## src/inc/crc_gen_pkg.sv

```systemverilog
// Purpose: Shared constants for the programmable CRC generator
// Assumes: APB slave with 32-bit data, one aligned word per register
// Notes: Register layouts follow the control and polynomial registers
package crc_gen_pkg;

    // ----------------------------------------
    // Register byte offsets
    // ----------------------------------------
    localparam logic [11:0] OFF_CONTROL = 12'h000;
    localparam logic [11:0] OFF_POLY = 12'h004;
    localparam logic [11:0] OFF_WDATA = 12'h008;
    localparam logic [11:0] OFF_RESULT = 12'h00C;
    localparam logic [11:0] OFF_IRQ_STAT = 12'h010;
    localparam logic [11:0] OFF_IRQ_MASK = 12'h014;
    localparam logic [11:0] OFF_POWER = 12'h018;

    // ----------------------------------------
    // Control and power register fields
    // ----------------------------------------
    localparam int CTL_IDLE_BIT = 13;
    localparam int CTL_COUNT_LSB = 8;
    localparam int CTL_FULL_BIT = 7;
    localparam int CTL_EMPTY_BIT = 6;
    localparam int CTL_GO_BIT = 4;
    localparam int CTL_LEN_LSB = 0;
    localparam int LEN_W = 4;
    localparam int COUNT_W = 5;
    localparam int POWER_SLEEP_BIT = 0;
    localparam int POWER_IDLE_BIT = 1;

    // ----------------------------------------
    // Widths, depths and reset values
    // ----------------------------------------
    localparam int CRC_W = 16;
    localparam int DEPTH_MAX = 16;
    localparam logic [COUNT_W-1:0] DEPTH_SHORT = 5'h10;
    localparam logic [COUNT_W-1:0] DEPTH_LONG = 5'h08;
    localparam logic [LEN_W-1:0] LEN_SHORT_MAX = 4'h7;
    localparam logic [CRC_W-1:0] POLY_USED_MASK = 16'hFFFE;
    localparam logic [CRC_W-1:0] RESET_POLY = 16'h0000;
    localparam logic [CRC_W-1:0] RESET_CRC = 16'h0000;
    localparam logic [COUNT_W-1:0] COUNT_ZERO = 5'h00;
    localparam logic [COUNT_W-1:0] COUNT_ONE = 5'h01;

endpackage : crc_gen_pkg

```

## src/design/crc_shift_engine.sv

```systemverilog
// Purpose: One-bit-per-clock CRC shift register with programmable taps
// Assumes: Caller pulses shiftEn once per data bit, MSb first
// Notes: Taps above the programmed length are ignored
`timescale 1ns/1ps
module crc_shift_engine #(
    parameter int WIDTH = crc_gen_pkg::CRC_W
) (
    input wire logic clk,
    input wire logic rst_n,
    input wire logic shiftEn,
    input wire logic dataBit,
    input wire logic [3:0] lenM1,
    input wire logic [WIDTH-1:0] taps,
    output logic [WIDTH-1:0] crcValue
);

    logic [WIDTH-1:0] crc_q;
    logic [WIDTH-1:0] crc_d;
    logic feedback;

    // ----------------------------------------
    // Next state
    // ----------------------------------------
    always_comb begin
        feedback = crc_q[lenM1] ^ dataBit;
        crc_d = crc_q;
        for (int n = 0; n < WIDTH; n++) begin
            if (n == 0) begin
                crc_d[n] = feedback;
            end else if (n <= int'(lenM1)) begin
                crc_d[n] = crc_q[n-1] ^ (taps[n] & feedback);
            end else begin
                crc_d[n] = 1'b0;
            end
        end
    end

    always_ff @(posedge clk) begin
        if (!rst_n) begin
            crc_q <= crc_gen_pkg::RESET_CRC;
        end else if (shiftEn) begin
            crc_q <= crc_d;
        end
    end

    assign crcValue = crc_q;

endmodule : crc_shift_engine

```

## src/design/crc_generator.sv

```systemverilog
// Purpose: APB-attached programmable CRC generator with data FIFO
// Assumes: Single 250 MHz clock, synchronous active-low reset
// Notes: Sleep and idle arrive as level inputs from power management
//
// Design decisions made here: the APB slave port and the register addresses.
`timescale 1ns/1ps
module crc_generator (
    input wire logic clk,
    input wire logic rst_n,
    input wire logic psel,
    input wire logic penable,
    input wire logic pwrite,
    input wire logic [11:0] paddr,
    input wire logic [31:0] pwdata,
    input wire logic [3:0] pstrb,
    output logic [31:0] prdata,
    output logic pready,
    output logic pslverr,
    input wire logic sleepReq,
    input wire logic idleReq,
    output logic irq
);

    localparam int DW = crc_gen_pkg::CRC_W;
    localparam int CW = crc_gen_pkg::COUNT_W;
    localparam int LW = crc_gen_pkg::LEN_W;

    // ----------------------------------------
    // State
    // ----------------------------------------
    logic stopInIdle_q;
    logic go_q;
    logic [LW-1:0] lenM1_q;
    logic [DW-1:0] poly_q;
    logic [DW-1:0] fifoMem_q [crc_gen_pkg::DEPTH_MAX];
    logic [3:0] wrPtr_q;
    logic [3:0] rdPtr_q;
    logic [CW-1:0] count_q;
    logic [3:0] bitIdx_q;
    typedef enum logic [1:0] {
        SH_IDLE = 2'b00,
        SH_RUN = 2'b01,
        SH_DRAIN = 2'b10
    } shift_state_t;
    shift_state_t shState_q;
    shift_state_t shState_d;
    logic irqStat_q;
    logic irqMask_q;
    logic irq_q;
    logic [31:0] prdata_q;
    logic pready_q;
    logic pslverr_q;
    logic [DW-1:0] crcValue;

    // ----------------------------------------
    // Bus decode
    // ----------------------------------------
    logic access;
    logic wrAcc;
    logic rdAcc;
    logic lowLanes;
    logic mapped;
    assign access = psel && penable && !pready_q;
    assign wrAcc = access && pwrite;
    assign rdAcc = access && !pwrite;
    assign lowLanes = pstrb[0] && pstrb[1];
    always_comb begin
        unique case (paddr)
            crc_gen_pkg::OFF_CONTROL,
            crc_gen_pkg::OFF_POLY,
            crc_gen_pkg::OFF_WDATA,
            crc_gen_pkg::OFF_RESULT,
            crc_gen_pkg::OFF_IRQ_STAT,
            crc_gen_pkg::OFF_IRQ_MASK,
            crc_gen_pkg::OFF_POWER: mapped = 1'b1;
            default: mapped = 1'b0;
        endcase
    end

    // ----------------------------------------
    // Run enable: sleep, or idle with stop bit, freezes the shifter and FIFO state
    // ----------------------------------------
    logic runEn;
    assign runEn = !sleepReq && !(idleReq && stopInIdle_q);

    // ----------------------------------------
    // FIFO depth and flags
    // ----------------------------------------
    logic [CW-1:0] depth;
    logic full;
    logic empty;
    assign depth = (lenM1_q > crc_gen_pkg::LEN_SHORT_MAX) ? crc_gen_pkg::DEPTH_LONG
                                                           : crc_gen_pkg::DEPTH_SHORT;
    assign full = (count_q >= depth);
    assign empty = (count_q == crc_gen_pkg::COUNT_ZERO);

    // ----------------------------------------
    // Shifter control
    // ----------------------------------------
    logic msbLane;
    logic dataWrite;
    logic shiftNow;
    logic wordDone;
    logic lastWord;
    logic [DW-1:0] headWord;
    logic dataBit;
    // A word counts only when the byte lane holding its top bit is written
    assign msbLane = (lenM1_q > crc_gen_pkg::LEN_SHORT_MAX) ? pstrb[1] : pstrb[0];
    assign dataWrite = wrAcc && (paddr == crc_gen_pkg::OFF_WDATA) && runEn && msbLane;
    assign shiftNow = runEn && (go_q || shState_q != SH_IDLE) && !empty;
    assign wordDone = shiftNow && (bitIdx_q == 4'h0);
    assign lastWord = wordDone && !dataWrite && (count_q == crc_gen_pkg::COUNT_ONE);
    assign headWord = fifoMem_q[rdPtr_q];
    assign dataBit = headWord[bitIdx_q];

    // ----------------------------------------
    // Shifter state
    // ----------------------------------------
    // Drain state lets the FIFO empty after go is cleared
    always_comb begin
        shState_d = shState_q;
        unique case (shState_q)
            SH_IDLE: begin
                if (go_q && !empty && !lastWord) begin
                    shState_d = SH_RUN;
                end
            end
            SH_RUN: begin
                if (empty || lastWord) begin
                    shState_d = SH_IDLE;
                end else if (!go_q) begin
                    shState_d = SH_DRAIN;
                end
            end
            SH_DRAIN: begin
                if (empty || lastWord) begin
                    shState_d = SH_IDLE;
                end else if (go_q) begin
                    shState_d = SH_RUN;
                end
            end
            default: shState_d = SH_IDLE;
        endcase
    end

    always_ff @(posedge clk) begin
        if (!rst_n) begin
            shState_q <= SH_IDLE;
        end else if (runEn) begin
            shState_q <= shState_d;
        end
    end

    always_ff @(posedge clk) begin
        if (!rst_n) begin
            bitIdx_q <= 4'h0;
        end else if (runEn) begin
            if (!shiftNow) begin
                bitIdx_q <= lenM1_q;
            end else if (wordDone) begin
                bitIdx_q <= lenM1_q;
            end else begin
                bitIdx_q <= bitIdx_q - 4'h1;
            end
        end
    end

    crc_shift_engine #(
        .WIDTH(DW)
    ) u_engine (
        .clk(clk),
        .rst_n(rst_n),
        .shiftEn(shiftNow),
        .dataBit(dataBit),
        .lenM1(lenM1_q),
        .taps(poly_q),
        .crcValue(crcValue)
    );

    // ----------------------------------------
    // FIFO storage and pointers
    // ----------------------------------------
    // Ring of sixteen entries; a long length only lowers the full mark
    always_ff @(posedge clk) begin
        if (dataWrite && !full) begin
            fifoMem_q[wrPtr_q] <= pwdata[DW-1:0];
        end
    end

    always_ff @(posedge clk) begin
        if (!rst_n) begin
            wrPtr_q <= 4'h0;
            rdPtr_q <= 4'h0;
            count_q <= crc_gen_pkg::COUNT_ZERO;
        end else if (dataWrite && full) begin
            // Write while full drops every held word, no drain event
            wrPtr_q <= 4'h0;
            rdPtr_q <= 4'h0;
            count_q <= crc_gen_pkg::COUNT_ZERO;
        end else if (runEn) begin
            if (dataWrite) begin
                wrPtr_q <= wrPtr_q + 4'h1;
            end
            if (wordDone) begin
                rdPtr_q <= rdPtr_q + 4'h1;
            end
            unique case ({dataWrite, wordDone})
                2'b10: count_q <= count_q + crc_gen_pkg::COUNT_ONE;
                2'b01: count_q <= count_q - crc_gen_pkg::COUNT_ONE;
                2'b00, 2'b11: count_q <= count_q;
            endcase
        end
    end

    // ----------------------------------------
    // Interrupt: drain event, sticky status, mask
    // ----------------------------------------
    logic drainEvt;
    logic clrStat;
    assign drainEvt = lastWord;
    assign clrStat = wrAcc && (paddr == crc_gen_pkg::OFF_IRQ_STAT) && pstrb[0] && pwdata[0];

    always_ff @(posedge clk) begin
        if (!rst_n) begin
            irqStat_q <= 1'b0;
        end else if (drainEvt) begin
            irqStat_q <= 1'b1;
        end else if (clrStat) begin
            irqStat_q <= 1'b0;
        end
    end

    always_ff @(posedge clk) begin
        if (!rst_n) begin
            irqMask_q <= 1'b0;
        end else if (wrAcc && paddr == crc_gen_pkg::OFF_IRQ_MASK && pstrb[0]) begin
            irqMask_q <= pwdata[0];
        end
    end

    // Runs regardless of run enable so pending events still leave
    always_ff @(posedge clk) begin
        if (!rst_n) begin
            irq_q <= 1'b0;
        end else begin
            irq_q <= (irqStat_q || drainEvt) && irqMask_q;
        end
    end

    // ----------------------------------------
    // Control and polynomial registers
    // ----------------------------------------
    // Status fields of the control word are read-only and ignore writes
    always_ff @(posedge clk) begin
        if (!rst_n) begin
            stopInIdle_q <= 1'b0;
            go_q <= 1'b0;
            lenM1_q <= 4'h0;
        end else if (wrAcc && paddr == crc_gen_pkg::OFF_CONTROL) begin
            if (pstrb[1]) begin
                stopInIdle_q <= pwdata[crc_gen_pkg::CTL_IDLE_BIT];
            end
            if (pstrb[0]) begin
                go_q <= pwdata[crc_gen_pkg::CTL_GO_BIT];
                lenM1_q <= pwdata[crc_gen_pkg::CTL_LEN_LSB +: LW];
            end
        end
    end

    always_ff @(posedge clk) begin
        if (!rst_n) begin
            poly_q <= crc_gen_pkg::RESET_POLY;
        end else if (wrAcc && paddr == crc_gen_pkg::OFF_POLY && lowLanes) begin
            poly_q <= pwdata[DW-1:0] & crc_gen_pkg::POLY_USED_MASK;
        end
    end

    // ----------------------------------------
    // Read mux
    // ----------------------------------------
    logic [31:0] rdMux;
    always_comb begin
        rdMux = 32'h0000_0000;
        unique case (paddr)
            crc_gen_pkg::OFF_CONTROL: begin
                rdMux[crc_gen_pkg::CTL_IDLE_BIT] = stopInIdle_q;
                rdMux[crc_gen_pkg::CTL_COUNT_LSB +: CW] = count_q;
                rdMux[crc_gen_pkg::CTL_FULL_BIT] = full;
                rdMux[crc_gen_pkg::CTL_EMPTY_BIT] = empty;
                rdMux[crc_gen_pkg::CTL_GO_BIT] = go_q;
                rdMux[crc_gen_pkg::CTL_LEN_LSB +: LW] = lenM1_q;
            end
            crc_gen_pkg::OFF_POLY: rdMux[DW-1:0] = poly_q;
            crc_gen_pkg::OFF_WDATA, crc_gen_pkg::OFF_RESULT: rdMux[DW-1:0] = crcValue;
            crc_gen_pkg::OFF_IRQ_STAT: rdMux[0] = irqStat_q;
            crc_gen_pkg::OFF_IRQ_MASK: rdMux[0] = irqMask_q;
            crc_gen_pkg::OFF_POWER: begin
                rdMux[crc_gen_pkg::POWER_SLEEP_BIT] = sleepReq;
                rdMux[crc_gen_pkg::POWER_IDLE_BIT] = !runEn;
            end
            default: rdMux = 32'h0000_0000;
        endcase
    end

    // ----------------------------------------
    // APB answer: one wait state, pready one cycle
    // ----------------------------------------
    always_ff @(posedge clk) begin
        if (!rst_n) begin
            pready_q <= 1'b0;
            pslverr_q <= 1'b0;
            prdata_q <= 32'h0000_0000;
        end else begin
            pready_q <= access;
            pslverr_q <= access && !mapped;
            if (rdAcc) begin
                prdata_q <= rdMux;
            end
        end
    end

    assign prdata = prdata_q;
    assign pready = pready_q;
    assign pslverr = pslverr_q;
    assign irq = irq_q;

endmodule : crc_generator

```

## config.mk

```make
export PLATFORM = sky130hd
export DESIGN_NAME = crc_generator
export DESIGN_NICKNAME = d
export VERILOG_FILES = /design/src/inc/crc_gen_pkg.sv /design/src/design/crc_shift_engine.sv /design/src/design/crc_generator.sv
export SDC_FILE = /design/constraint.sdc
export NUM_CORES = 1
export LEC_CHECK = 0
export ABC_AREA = 1
export BUFFER_PORTS_ARGS = -buffer_cell sky130_fd_sc_hd__buf_2
export CELL_PAD_IN_SITES_DETAIL_PLACEMENT = 1
export CELL_PAD_IN_SITES_GLOBAL_PLACEMENT = 1
export CORE_MARGIN = 2
export CORE_UTILIZATION = 51
export DETAILED_ROUTE_END_ITERATION = 8
export GPL_ROUTABILITY_DRIVEN = 0
export HOLD_SLACK_MARGIN = 0.1
export PLACE_DENSITY = 0.92
export SLEW_MARGIN = 10
export SYNTH_ARGS = -nofsm -noshare
export SYNTH_HDL_FRONTEND = slang
export SYNTH_HIERARCHICAL = 1
export SYNTH_SLANG_ARGS = --single-unit
```

## constraint.sdc

```tcl
create_clock -name clk -period 4.1 [get_ports clk]
set_clock_uncertainty 0.2 [all_clocks]
set_input_delay 0.615 -clock clk [delete_from_list [all_inputs] [get_ports clk]]
set_output_delay 0.615 -clock clk [all_outputs]
set_load 0.03 [all_outputs]
```

## After elaboration in Yosys (flattened, before gate mapping)

Memories as Yosys holds them, arrays and structs flattened. A register that Yosys moved wholly into a read port is not among the register bits.
Cells that the tools add are included.

- Output and inout bits: 35
- Bits of input ports: 55
- Register bits after elaboration: 77
- RAM bits: 256
- Word-level logic and storage cells: 191
- Memories: 1

- Reductions and logical operators: 59
- Order comparisons: 19
- Add/subtract/negate cells: 5
- Bitwise logic cells: 33
- Multiplexer cells: 43
- Equality and inequality tests: 15

Memory list:

| memory | depth | bits a word | rd ports | clocked after memory_dff | write ports | line | text |
|---|---|---|---|---|---|---|---|
| fifoMem_q | 16 | 16 | 1 | 1 | 1 | crc_generator.sv:35 | `logic [DW-1:0] fifoMem_q [crc_gen_pkg::DEPTH_MAX];` |

Operators by type and width:

| kind | number |
|---|---|
| 12-bit by 5-bit == test with 1-bit output, second input constant | 3 |
| 4-bit less-or-equal comparator, first input constant | 8 |
| 1-bit logical AND | 29 |
| 12-bit by 4-bit == test with 1-bit output, second input constant | 2 |
| 8-bit case mux with 3 select lines | 1 |
| 1-bit 2-to-1 mux | 23 |
| 3-bit by 4-bit less-or-equal comparator with 1-bit output, first input constant | 4 |
| 4-bit 2-to-1 mux | 4 |
| 1-bit XOR | 16 |
| 1-bit AND | 15 |
| 12-bit by 3-bit == test with 1-bit output, second input constant | 1 |
| 12-bit zero test | 1 |
| 1-bit zero test | 10 |
| 4-bit by 5-bit < comparator with 1-bit output, second input constant | 2 |
| 2-bit 2-to-1 mux | 5 |
| 5-bit case mux with 2 select lines | 1 |
| 2-bit AND reduction | 5 |
| 3-bit case mux with 3 select lines | 1 |
| 4-bit by 1-bit adder with 4-bit output, second input constant | 2 |
| 1-bit binary-select mux with 4-bit select | 2 |
| 2-bit by 4-bit less-or-equal comparator with 1-bit output, first input constant | 2 |
| 7-bit OR reduction | 1 |
| 2-bit == test, second input constant | 3 |
| 3-bit inequality test, second input constant | 2 |
| 23 further kinds | 31 |

## Longest topological paths before layout

- Word-level depth: 13
- Mapped depth: 25
- Mapped depth without buffers: 22

## By module

Netlist, hierarchy kept.

Modules (own cells, without submodules):

| module | area each (µm²) | cells an instance | times used | seq. area each (µm²) |
|---|---|---|---|---|
| crc_generator | 14088.5 | 1411 | 1 | 8988.6 |
| crc_shift_engine | 1149.9 | 207 | 1 | 320.3 |

## Worst setup path after synthesis

No wires, ideal clock.

- Path kind: input to register
- From: input psel
- To: memory fifoMem_q[11][0] (netlist bit), enable pin
- Buffers on the path: 0
- Arrival time: 2.174 ns
- Library setup time: 0.388 ns
- Stages on the path: 10
- Slack: 1.337 ns
- Cells stage by stage: nand2_1 -> nor2_1 -> inv_1 -> nor2_2 -> inv_1 -> nor3_1 -> nand3_1 -> nor2_1 -> nand2_1 -> nor2_1

- Cells in the longest elaborated chain, start to end: 9

Ends and longest elaborated chain:

| what | line | text |
|---|---|---|
| start, declared | crc_generator.sv:10 | `input wire logic psel,` |
| 1-bit logical AND (2 in series) | crc_generator.sv:63 | `assign access = psel && penable && !pready_q;` |
| 1-bit logical AND | crc_generator.sv:64 | `assign wrAcc = access && pwrite;` |
| 1-bit logical AND (3 in series) | crc_generator.sv:109 | `assign dataWrite = wrAcc && (paddr == crc_gen_pkg::OFF_WDATA) && runEn && msbLane;` |
| 1-bit logical AND | crc_generator.sv:185 | `if (dataWrite && !full) begin` |
| 1-bit 2-to-1 mux | crc_generator.sv:185 |  |
| 1-bit 2-to-1 mux (not written as such) | crc_generator.sv:186 | `fifoMem_q[wrPtr_q] <= pwdata[DW-1:0];` |
| end, declared | crc_generator.sv:35 |  |

Every way passes these cells.

==> results.md <==
- CTS placed an instance of sky130_fd_sc_hd__clkbuf_16 at the clock tree root.
- Counting along the longest clock path gives a buffer depth of 3.
- The quantity of gates resized following cts is 0.
- Compared with the post-synthesis result, the final layout area differs by 10.8%.
- The number of detailed-route iterations in the first pass is 5.
- Entering global routing, the biggest net connects 113 pins.
- During placement, the flow inserted port buffers numbering 55.
- The critical path goes through inv_4, buf_4, nand2_1, nand2_1, nand2_1, nand3_1, nand3_1, nand2_1, nand2_1, nand2_1, inv_1, nand2_1, nand2_1, nand2_1, inv_1, nand2_1, inv_1, nand2_1, nand2_2, nand2_1, nand2_1, nand3_1, a21oi_1.
- The sequential share of the synthesized area is 0.611.
- The layout has 3,294 filler cells.
- Counting cells, the worst reg-to-reg path comes to 23.
- The count of final setup violators is 0.
- The synthesized instance count is 1,618.
- The die height is 177 um.
- Post-CTS timing repair inserted 0 buffers for setup.
- After clock tree synthesis, the clock-pin slew on the worst setup and hold paths is 60 ps.
- Summed over all instances, the cell type with the most area after synthesis is sky130_fd_sc_hd__edfxtp_1.
- Final hold analysis gives a worst-case slack of 248 ps.
- The final count of hold timing violations was 0.
- Max-cap violations in this run came to 0.
- Dividing the detail-routed wire length by the instance count gives 22.9 um.
- The number of antenna violations at the first check in global routing came to 0.
- The number of placement rows is between 60 and 70.
- The critical path ends at u_engine/crcValue[7].
- The share of synthesized area in the top cell type comes to 0.504.
- The leakage power of the design is between 6 and 7 nW.
- The total die area is 31,300 um2.
- The ratio of routed vias to standard cells is 5.91.
- The count of different cell masters after synthesis is 44.
- For the pin with the worst max-slew slack, the measured transition is 714 ps.
- The cell class contributing the biggest share of worst-path delay is simple AND/OR/NAND/NOR gates.
- Counting flops with a built-in enable in the synthesized netlist gives 256.
- The flow ran to the end, and the final reports show no timing, DRC or antenna violations.
- Power comes to 6.98 mW.
- The slowest cell on the critical path is sky130_fd_sc_hd__buf_4.
- After the last flow step, the layout net total stands at 1,734.
- Based on the critical path, the design can be clocked at up to 268 MHz.
- During synthesis, Yosys emitted a total of 6 warnings.
- The number of diodes is 0.
- STA classifies the critical path endpoint as a register.
- The max-slew violation count is 0.
- The type of element launching the critical path is a register.
- For this run, the leading register cell type out of synthesis is sky130_fd_sc_hd__edfxtp_1.
- The share of the clock period used by the worst path after layout is 0.911.
- Clock tree synthesis found a total of 337 sinks.
- The worst supply voltage drop on vdd is ~0.3 mV.
- By instance count, the cell type seen most on the critical path is sky130_fd_sc_hd__nand2_1.
- The average size of a mapped cell is 9.42 um2.
- Counting both buffers and inverters, the worst setup path holds a total of 5.
- The endpoint identified for the worst register-to-register timing path is u_engine/crcValue[7].
- For this run, design rule violations remaining after detail routing come to 0.
- TritonCTS built the clock tree.
- Counting flops and latches in the post-synthesis netlist gives 337.
- The layout cell share with drive strength beyond 1 is 0.108.
- For the worst setup path, the data required time is 4270 ps.
- The end-of-flow core utilization is 0.571.
- Of all flip-flops after synthesis, the portion carrying an async set or reset was 0.
- 90 I/O pins were placed.
- The wire length of the first global-routing pass is 73,500 um.
- The via count of the first global-routing pass is 13.1k.
- The number of hold buffers added after CTS was 0.
- The library cell used most frequently in the layout, excluding fill and tap cells, is sky130_fd_sc_hd__nand2_1.
- After global routing the overflow that remains totals 0.
- Leaving out fill and tap cells, the most frequent cells in the layout are sky130_fd_sc_hd__nand2_1, sky130_fd_sc_hd__edfxtp_1, sky130_fd_sc_hd__nand3_1.
- The worst pin sits at a relative slew slack of 0.523.
- The final wirelength is 47,700 um.
- Once detailed placement completed, the half-perimeter wirelength came to 29,700 um.
- After floorplanning, the core was sized to cover 29,600 um2.
- The time the worst path needs with I/O delays and setup is ~3700 ps.
- In this run the remaining antenna-violating nets after routing total 0.
- Prior to clock tree synthesis, the placed netlist has a worst setup slack of 682 ps.
- Data on the critical path arrives at its endpoint at approximately 3900 ps.
- Setup slack closes at between 300 and 400 ps.
- The detailed router finished its first iteration with 1,134 violations.
- The post-synthesis instance area is 15,200 um2.
- The longest individual stage delay on the worst path is a little under 500 ps.
- The total number of H-tree levels is 2.
- The path class of the tightest hold or removal check is in -> reg.
- The routed layout has about 12k vias.
- Counting the buffers created by CTS gives 36.
- Setup repair after global routing left no endpoint under its margin.
- The classification of the worst setup path is reg -> reg.
- Setup total negative slack on the finished layout was measured at 0 ps.
- In the post-synthesis netlist, the biggest area contributors are sky130_fd_sc_hd__edfxtp_1, sky130_fd_sc_hd__nand2_1, sky130_fd_sc_hd__dfxtp_1.
- The critical path runs through a total of 23 cells.
- For flop-to-flop paths, the worst setup slack is about 370 ps.
- In this run the worst path has a maximum fanout of 53.
- The floorplan die width is 177 um.
- In this run the power density over the cells is 414 nW/um2.
- The all-layer global routing usage is 0.308.
- The clock insertion delay at the later pin of the skew report is between 500 and 600 ps.
- The effective utilization at floorplan is 0.516.
power breakdown:
part / internal [mW] / switching, mW / total [mW]
clock: 1.81 / 1.35 / 3.16
sequential: 3.67 / 0.00175 / 3.67
combinational: 0.0275 / 0.128 / 0.155
total: 5.50 / 1.48 / 6.98
cells by family (layout without fill, tap and decap cells):
group	Yosys count	count (layout)	share of synthesized area
AND/OR/NAND/NOR	877	877	0.242
buffers and inverters	231	289	0.0750
XOR/XNOR	7	7	0.00402
adder cells (fa/ha/maj)	14	14	0.0115
other	1	16	0.000246
flip-flops	337	337	0.611
AO/OA/AOI/OAI	151	151	0.0567
registers in the layout, indices dropped and copies added, names as in the netlist, named ones only:
| name | flops |
|---|---|
| poly_q | 15 |
| count_q | 5 |
| pready | 1 |
| irqStat_q | 1 |
| go_q | 1 |
| fifoMem_q | 256 |
| u_engine/crcValue | 16 |
| bitIdx_q | 4 |
| wrPtr_q | 4 |
| stopInIdle_q | 1 |
| prdata | 16 |
| pslverr | 1 |
| shState_q | 2 |
| rdPtr_q | 4 |
| irqMask_q | 1 |
| lenM1_q | 4 |
| irq | 1 |
metal layers:
metal | track usage | part of all wire
met5 | 0 | 0
met4 | 0.149 | 0.047
met3 | 0.0453 | 0.072
met2 | 0.548 | 0.51
met1 | 0.365 | 0.37
worst min-delay path by stage:
| stage | cells after the start | slack [ps] | start | end |
|---|---|---|---|---|
| 6_report | 3 | 250 | pstrb[1] | stopInIdle_q |
| 5_1_grt | 3 | 270 | pstrb[1] | stopInIdle_q |
| 4_1_cts | 3 | 240 | pstrb[1] | stopInIdle_q |
| 3_5_place_dp | 2 | 260 | prdata[1] | prdata[1] |
| 3_3_place_gp | 2 | 250 | prdata[1] | prdata[1] |
| 2_1_floorplan | 2 | 220 | irqMask_q | irq |
cells in the mapped netlist (2+ instances only):
library cell,instances
sky130_fd_sc_hd__a41oi_1,2
sky130_fd_sc_hd__nor3_1,17
sky130_fd_sc_hd__nor2_2,6
sky130_fd_sc_hd__nand3_1,242
sky130_fd_sc_hd__a21oi_1,60
sky130_fd_sc_hd__ha_1,14
sky130_fd_sc_hd__dfxtp_1,81
sky130_fd_sc_hd__o31ai_1,2
sky130_fd_sc_hd__a21oi_2,2
sky130_fd_sc_hd__inv_1,128
sky130_fd_sc_hd__nand4_1,4
sky130_fd_sc_hd__buf_4,30
sky130_fd_sc_hd__buf_2,22
sky130_fd_sc_hd__nand2_1,490
sky130_fd_sc_hd__o211ai_1,15
sky130_fd_sc_hd__o21ai_0,45
sky130_fd_sc_hd__inv_2,8
sky130_fd_sc_hd__nor2_1,107
sky130_fd_sc_hd__buf_1,2
sky130_fd_sc_hd__clkbuf_1,20
sky130_fd_sc_hd__xnor2_1,2
sky130_fd_sc_hd__buf_6,17
sky130_fd_sc_hd__nand2_2,5
sky130_fd_sc_hd__o211ai_2,4
sky130_fd_sc_hd__o21ai_1,14
sky130_fd_sc_hd__xor2_1,5
sky130_fd_sc_hd__nor2_4,2
sky130_fd_sc_hd__edfxtp_1,256
worst min-delay path: stages:
cell                      delay [ps]
sky130_fd_sc_hd__buf_2           130
sky130_fd_sc_hd__nand4_1         110
sky130_fd_sc_hd__a21oi_1          70
per-stage QoR:
| stage | instance area, um2 | cells |
|---|---|---|
| 6_report | 16900 | 2081 |
| 5_1_grt | 16900 | 2081 |
| 4_1_cts | 16900 | 2081 |
| 3_5_place_dp | 15800 | 2017 |
| 3_3_place_gp | 15800 | 2017 |
| 2_1_floorplan | 15300 | 1633 |
layout make-up:
class,instances,area [um2],share of cell area
multi-input cells,1065,4880,0.289
clock inverters,18,153,0.00904
clock buffers,46,970,0.0574
inverters,139,526,0.0311
well taps,390,488,0.0289
repair buffers,86,546,0.0323
flip-flops and latches,337,9310,0.552
Power figures use the tool's default switching activity.
